### src/core/oslat_pkg.sv
// Constants shared by the octal switch serial latch and its FIFO.
// Assumes a 100 MHz system clock sampling slow serial pins.
package oslat_pkg;
  localparam int unsigned WORD_W = 8;
  localparam int unsigned FIFO_DEPTH = 32;
  localparam int unsigned CLK_PERIOD_NS = 10;
  localparam logic [7:0] SHIFT_RST = 8'h00;
  localparam logic [7:0] LATCH_OFF = 8'hFF;
  localparam logic [2:0] BIT_CNT_RST = 3'h0;
  localparam logic [2:0] BIT_CNT_LAST = 3'h7;
  // Pin rest levels {clr_n, sel_n, sclk, sdi}: not cleared, deselected
  localparam logic [3:0] SYNC_IDLE = 4'hC;
endpackage

### src/core/oslat_top.sv
// Serial slave port of an eight-channel low-side switch with output latch.
// Assumes serial pins asynchronous to clk; clk far faster than the link.
// Contract
// - Eight switch outputs, each set by one bit of the command word.
// - Command bit zero turns its output on, one turns it off.
// - Serial transfers happen only while select is held low.
// - Rising select copies the shift register into the output latch.
// - Falling select loads drain status of every output into the shifter.
// - Serial output driver enabled whenever select is low.
// - Serial input sampled into the shifter on each falling clock edge.
// - Serial output advances to next bit on each rising clock edge after the first.
// - Deselected: ignore clock and input, serial output high impedance.
// - Each clock cycle moves one bit in and one bit out.
// - Cascading: serial output of one feeds input of the next.
// - Most significant bit first; first bit controls output seven.
// - Status bit high for off unfaulted output, low for on unfaulted.
// - Clear empties shifter, forces outputs off, leaves serial output.
`timescale 1ns/1ps
module oslat_top (
  input wire logic clk,
  input wire logic sys_rst,
  input wire logic sel_n,
  input wire logic sclk,
  input wire logic sdi,
  input wire logic clr_n,
  input wire logic [7:0] drain_stat,
  output logic sdo_o,
  output logic sdo_oe_n,
  output logic [7:0] sw_on,
  output logic [7:0] cmd_word,
  output logic cmd_valid,
  input wire logic cmd_ready,
  output logic cmd_drop
);
  // Two-stage synchronisers; stage one is read only by stage two
  logic [3:0] s1_q;
  logic [3:0] s2_q;
  logic sel_prev_q;
  logic sclk_prev_q;
  logic [7:0] shift_q;
  logic [7:0] latch_q;
  logic sdo_q;
  logic oe_n_q;
  logic [7:0] sw_on_q;
  logic [2:0] bit_cnt_q;
  logic full_q;
  logic drop_q;

  always_ff @(posedge clk) begin
    if (sys_rst) begin
      // Both stages rest at pin idle levels, so no false edge follows reset
      s1_q <= oslat_pkg::SYNC_IDLE;
      s2_q <= oslat_pkg::SYNC_IDLE;
    end else begin
      s1_q <= {clr_n, sel_n, sclk, sdi};
      s2_q <= s1_q;
    end
  end

  wire sdi_s = s2_q[0];
  wire sclk_s = s2_q[1];
  wire sel_s = s2_q[2];
  wire clr_s = ~s2_q[3];
  wire sel_fall = sel_prev_q && !sel_s;
  wire sel_rise = !sel_prev_q && sel_s;
  wire active = !sel_s && !sel_prev_q;
  wire sclk_fall = active && sclk_prev_q && !sclk_s;
  wire sclk_rise = active && !sclk_prev_q && sclk_s;
  wire [7:0] shift_in = {shift_q[6:0], sdi_s};
  wire fifo_in_ready;
  wire push_word = sel_rise && full_q;

  always_ff @(posedge clk) begin
    if (sys_rst) begin
      sel_prev_q <= 1'b1;
      sclk_prev_q <= 1'b0;
    end else begin
      sel_prev_q <= sel_s;
      sclk_prev_q <= sclk_s;
    end
  end

  always_ff @(posedge clk) begin
    if (sys_rst || clr_s) begin
      shift_q <= oslat_pkg::SHIFT_RST;
    end else if (sel_fall) begin
      shift_q <= drain_stat;
    end else if (sclk_fall) begin
      shift_q <= shift_in;
    end
  end

  always_ff @(posedge clk) begin
    if (sys_rst || clr_s) begin
      latch_q <= oslat_pkg::LATCH_OFF;
    end else if (sel_rise) begin
      latch_q <= shift_q;
    end
  end

  // Serial output ignores clear so a cascade keeps its data path
  always_ff @(posedge clk) begin
    if (sys_rst) begin
      sdo_q <= 1'b0;
    end else if (sel_fall) begin
      sdo_q <= drain_stat[7];
    end else if (sclk_rise) begin
      sdo_q <= shift_q[7];
    end
  end

  always_ff @(posedge clk) begin
    if (sys_rst) begin
      oe_n_q <= 1'b1;
      sw_on_q <= 8'h00;
    end else begin
      oe_n_q <= sel_s;
      sw_on_q <= ~latch_q;
    end
  end

  // Bit counter flags a full word; short frames are not queued
  always_ff @(posedge clk) begin
    if (sys_rst || sel_fall) begin
      bit_cnt_q <= oslat_pkg::BIT_CNT_RST;
      full_q <= 1'b0;
    end else if (sclk_fall) begin
      bit_cnt_q <= 3'(bit_cnt_q + 1'b1);
      if (bit_cnt_q == oslat_pkg::BIT_CNT_LAST) full_q <= 1'b1;
    end
  end

  always_ff @(posedge clk) begin
    if (sys_rst) begin
      drop_q <= 1'b0;
    end else begin
      drop_q <= push_word && !fifo_in_ready;
    end
  end

  oslat_fifo #(
    .WIDTH(oslat_pkg::WORD_W),
    .DEPTH(oslat_pkg::FIFO_DEPTH)
  ) u_fifo (
    .clk(clk),
    .sys_rst(sys_rst),
    .in_data(shift_q),
    .in_valid(push_word),
    .in_ready(fifo_in_ready),
    .out_data(cmd_word),
    .out_valid(cmd_valid),
    .out_ready(cmd_ready)
  );

  assign sdo_o = sdo_q;
  assign sdo_oe_n = oe_n_q;
  assign sw_on = sw_on_q;
  assign cmd_drop = drop_q;
endmodule

### src/core/oslat_fifo.sv
// Synchronous FIFO with valid/ready on both sides.
// Assumes one clock and a synchronous active-high reset.
`timescale 1ns/1ps
module oslat_fifo #(
  parameter int unsigned WIDTH = 8,
  parameter int unsigned DEPTH = 32
) (
  input wire logic clk,
  input wire logic sys_rst,
  input wire logic [WIDTH-1:0] in_data,
  input wire logic in_valid,
  output logic in_ready,
  output logic [WIDTH-1:0] out_data,
  output logic out_valid,
  input wire logic out_ready
);
  localparam int unsigned AW = $clog2(DEPTH);
  logic [WIDTH-1:0] mem_q [DEPTH];
  logic [AW-1:0] wr_q;
  logic [AW-1:0] rd_q;
  logic [AW:0] cnt_q;
  wire push = in_valid && in_ready;
  wire pop = out_valid && out_ready;
  assign in_ready = (cnt_q != (AW+1)'(DEPTH));
  assign out_valid = (cnt_q != '0);
  assign out_data = mem_q[rd_q];

  always_ff @(posedge clk) begin
    if (push) begin
      mem_q[wr_q] <= in_data;
    end
  end

  always_ff @(posedge clk) begin
    if (sys_rst) begin
      wr_q <= '0;
      rd_q <= '0;
      cnt_q <= '0;
    end else begin
      if (push) wr_q <= AW'(wr_q + 1'b1);
      if (pop) rd_q <= AW'(rd_q + 1'b1);
      cnt_q <= (AW+1)'(cnt_q + (push ? 1'b1 : 1'b0) - (pop ? 1'b1 : 1'b0));
    end
  end
endmodule

### config.mk
export PLATFORM = sky130hd
export DESIGN_NAME = oslat_top
export DESIGN_NICKNAME = d
export VERILOG_FILES = /design/src/core/oslat_pkg.sv /design/src/core/oslat_top.sv /design/src/core/oslat_fifo.sv
export SDC_FILE = /design/constraint.sdc
export NUM_CORES = 1
export LEC_CHECK = 0
export BUFFER_PORTS_ARGS = -buffer_cell sky130_fd_sc_hd__buf_2
export CORE_ASPECT_RATIO = 1.2
export CORE_UTILIZATION = 35
export DETAILED_ROUTE_END_ITERATION = 16
export GPL_TIMING_DRIVEN = 0
export HOLD_SLACK_MARGIN = 0.12
export PLACE_DENSITY = 0.55
export SLEW_MARGIN = 25
export SYNTH_ARGS = -nofsm -noshare
export SYNTH_HDL_FRONTEND = slang
export SYNTH_SLANG_ARGS = --single-unit
### constraint.sdc
create_clock -name clk -period 4.52 [get_ports clk]
set_input_delay 0 -clock clk [delete_from_list [all_inputs] [get_ports clk]]
set_output_delay 0 -clock clk [all_outputs]
set_load 0.03 [all_outputs]
==> reports/results.ini <==
[outcome]
run_status = completed

[power]
power_leakage_nw = 4.74
comb_power_share_pct = 11.3
total_switching_power_mw = 1.58
power_switching_share_pct = 23.8
cellInternalPower_mw = 5.04
peakVddDrop_mv = 0.321
seq_power_share_pct = 48.8
power_frac_clock_pct = 39.8
finalPower_mw = 6.62
power_density_nw_per_um2 = 460

[route]
route.vias.total = 6606
drcViolationCount = 0
post_drt_wl_per_cell_um = 19.9
detailed_route_iter0_violations = 511
route.antenna.remaining_nets = 0
postRouteWirelength_um = 26500
vias_per_cell = 4.96
first_pass_iters = 5

[worst_hold_path]
min_delay_worst_endpoint = s1_q[2]
min-delay-start = sel_n
timing.hold.worst.class = in2reg
min_delay_path_depth = 3

[worst_setup_path]
critical_path_required_time_ns = 4.52
worst-endpoint-arrival_ns = 3.17
timing.reg2reg.setup_slack_ns = 1.91
rr_endpoint = u_fifo.mem_q[24][7]
timing.critical_path.from_type = flop
path_class = reg2out
worst-path-max-fanout = 10
reg2reg_depth = 6
setup.worst_path.end_class = output pin
regToRegStartpoint = s2_q[2]

[synthesis]
yosys_most_used_dff = sky130_fd_sc_hd__edfxtp_1
synth.distinct_cells = 53
synthesis.instances = 761
synthesis.nets = 792
synth.yosys.warnings = 0
netlist_area_before_placement_um2 = 12400
ys_seq_elements = 317
synth_enable_flop_cells = 256
syn_avg_cell_area_um2 = 16.3
post_synth_arst_share_pct = 0
yosysSeqAreaShare_pct = 71.8

[clock_tree]
post_cts.repair.setup_buffers = 0
clockBufferDepth = 3
clkLatencyLatePin_ns = 0.50
post_cts_hold_buffer_count = 16
cts.root.buffer_cell = sky130_fd_sc_hd__clkbuf_16
cts-buffers-inserted = 34
cts.reportedPaths.clkPinSlew_ns = 0.06
htreeDepth = 2
clock_tree_from_tritoncts = done
clkSinkCount = 317
post_cts_resize_count = 0

[finish]
most-common-layout-cells = sky130_fd_sc_hd__edfxtp_1 (256), sky130_fd_sc_hd__mux2i_1 (67), sky130_fd_sc_hd__nor2_1 (58), sky130_fd_sc_hd__dfxtp_1 (53), sky130_fd_sc_hd__buf_2 (46)
layout-drive-gt1-share_pct = 14.6
nets = 878
num_antenna_cells = 0
layout.cells.most_common = sky130_fd_sc_hd__edfxtp_1
layout-area-overhead-vs-synth_pct = 15.9
fillers = 3206

[placement]
place.gp.congestion = 0.813
dp_hpwl_um = 17400
detailedPlace.worstSlack_ns = 1.88
port_buffers = 34

[global_route]
antenna_found_initial = 0
grt_first_pass_wirelength_um = 40700
grt_max_degree = 36
groute.usage.overall_pct = 14.8
vias_in_the_first_global_route = 6769
grt.overflow.total = 0

[die]
core_area_um2 = 34900
die-area_um2 = 36200
start_util_pct = 35.5
num_io_pins = 35
dieHeight_um = 208
core.rowCount = 75
die_w_um = 174

[sta]
tightestPinTransition_ns = 0.968
rsz0062_at_grt = no
timing.setup.tns_ns = 0
post-route-min-period_ns = 3.17
slew-limit-headroom_pct = 35.3
worst_clock_skew_ns = 0.0145
timing.final.setup_violations = 0
fin_ws_ns = 1.35
clock.fmax_mhz = 315
drv_slew = 0
final.period_utilization_pct = 70.2
timing_hold_violations_final = 0

[job]
max_cap_violations = 0

-- area by class of cell --
class                   instances  area, um^2  share of cell area [%]
flip-flops and latches        317        8920                    62.1
multi-input cells             388        3230                    22.5
clock buffers                  45         966                    6.72
well taps                     462         578                    4.02
repair buffers                 50         330                    2.30
plain buffers                  40         204                    1.42
clock inverters                14        87.6                   0.609
inverters                      16        60.1                   0.418
-- power groups by stage --
stage,Combinational [mW],Clock (mW),Sequential [mW]
floorplan,0.544,0,3.27
global placement,0.742,0,3.29
detailed placement,0.746,0,3.29
CTS,0.760,2.69,3.23
global route,0.815,2.81,3.24
finish,0.750,2.64,3.23
-- per-stage QoR --
stage               area (um^2)  std cells  utilization (%)  hold slack [ns]
global placement          13100       1257             37.7            0.182
detailed placement        13200       1257             37.7            0.185
floorplan                 12400        761                -           0.0971
CTS                       14400       1332             41.2            0.191
global route              14400       1332             41.2            0.210
finish                    14400       1332             41.2            0.212
-- layer usage --
layer  vias up  wire length (um)  GRT usage (%)
met4         0               589           4.20
met2       118             12900           24.9
li1       3122                 -              -
met5         -                 0              0
met3        42               929           2.38
met1      3324             12100           19.6
-- cell families (layout without fill, tap and decap cells) --
kind of cell             count (synthesis)  after routing  synth area share [%]
multiplexers                            99             99                  11.6
flip-flops                             317            317                  71.8
buffers and inverters                   56            165                  2.13
AND/OR/NAND/NOR                        179            179                  7.01
XOR/XNOR                                 9              9                 0.636
AO/OA/AOI/OAI                           85             85                  5.07
adder cells (fa/ha/maj)                 16             16                  1.67
-- registers in the layout, summed over array words and instances, names as in the netlist, 3 cells and up, named ones only --
| signal | cells |
|---|---|
| bit_cnt_q | 3 |
| sw_on | 8 |
| u_fifo.rd_q | 5 |
| s1_q | 4 |
| u_fifo.mem_q | 256 |
| latch_q | 8 |
| u_fifo.wr_q | 5 |
| shift_q | 8 |
| s2_q | 4 |
| u_fifo.cnt_q | 6 |
-- synth_stat cells, types with 3 or more instances --
| master | instances | area (um^2) |
|---|---|---|
| sky130_fd_sc_hd__nand3_1 | 38 | 190 |
| sky130_fd_sc_hd__buf_6 | 3 | 33.8 |
| sky130_fd_sc_hd__inv_1 | 14 | 52.6 |
| sky130_fd_sc_hd__nand2_1 | 33 | 124 |
| sky130_fd_sc_hd__mux4_1 | 14 | 368 |
| sky130_fd_sc_hd__nand2b_1 | 3 | 18.8 |
| sky130_fd_sc_hd__clkbuf_1 | 20 | 75.1 |
| sky130_fd_sc_hd__buf_1 | 4 | 15.0 |
| sky130_fd_sc_hd__dfxtp_1 | 61 | 1220 |
| sky130_fd_sc_hd__a22oi_1 | 38 | 285 |
| sky130_fd_sc_hd__and3_1 | 3 | 18.8 |
| sky130_fd_sc_hd__mux4_2 | 18 | 405 |
| sky130_fd_sc_hd__xor2_1 | 6 | 52.6 |
| sky130_fd_sc_hd__nor2b_1 | 10 | 62.6 |
| sky130_fd_sc_hd__mux2i_1 | 67 | 671 |
| sky130_fd_sc_hd__nor3_1 | 7 | 35.0 |
| sky130_fd_sc_hd__buf_2 | 12 | 60.1 |
| sky130_fd_sc_hd__o21a_1 | 3 | 22.5 |
| sky130_fd_sc_hd__a221oi_1 | 6 | 52.6 |
| sky130_fd_sc_hd__a21oi_1 | 17 | 85.1 |
| sky130_fd_sc_hd__edfxtp_1 | 256 | 7690 |
| sky130_fd_sc_hd__a22o_1 | 8 | 70.1 |
| sky130_fd_sc_hd__nor2_1 | 58 | 218 |
| sky130_fd_sc_hd__or2_1 | 5 | 31.3 |
| sky130_fd_sc_hd__xnor2_1 | 3 | 26.3 |
| sky130_fd_sc_hd__ha_1 | 15 | 188 |
-- worst max-delay path by stage --
stage                            endpoint  cells after the start
after floorplan           u_fifo.cnt_q[4]                     13
after global placement        cmd_word[5]                      7
after detailed placement      cmd_word[0]                      7
after CTS                     cmd_word[0]                      7
after global routing          cmd_word[5]                      7
final                         cmd_word[5]                      7
-- critical path, stage by stage (launching register included) --
cell	delay (ns)
sky130_fd_sc_hd__dfxtp_1	0.31
sky130_fd_sc_hd__clkbuf_1	0.40
sky130_fd_sc_hd__buf_2	0.38
sky130_fd_sc_hd__buf_2	0.38
sky130_fd_sc_hd__mux4_2	0.38
sky130_fd_sc_hd__a221oi_1	0.42
sky130_fd_sc_hd__nand3_1	0.18
sky130_fd_sc_hd__buf_2	0.21
(Power assumes the default switching activity.)
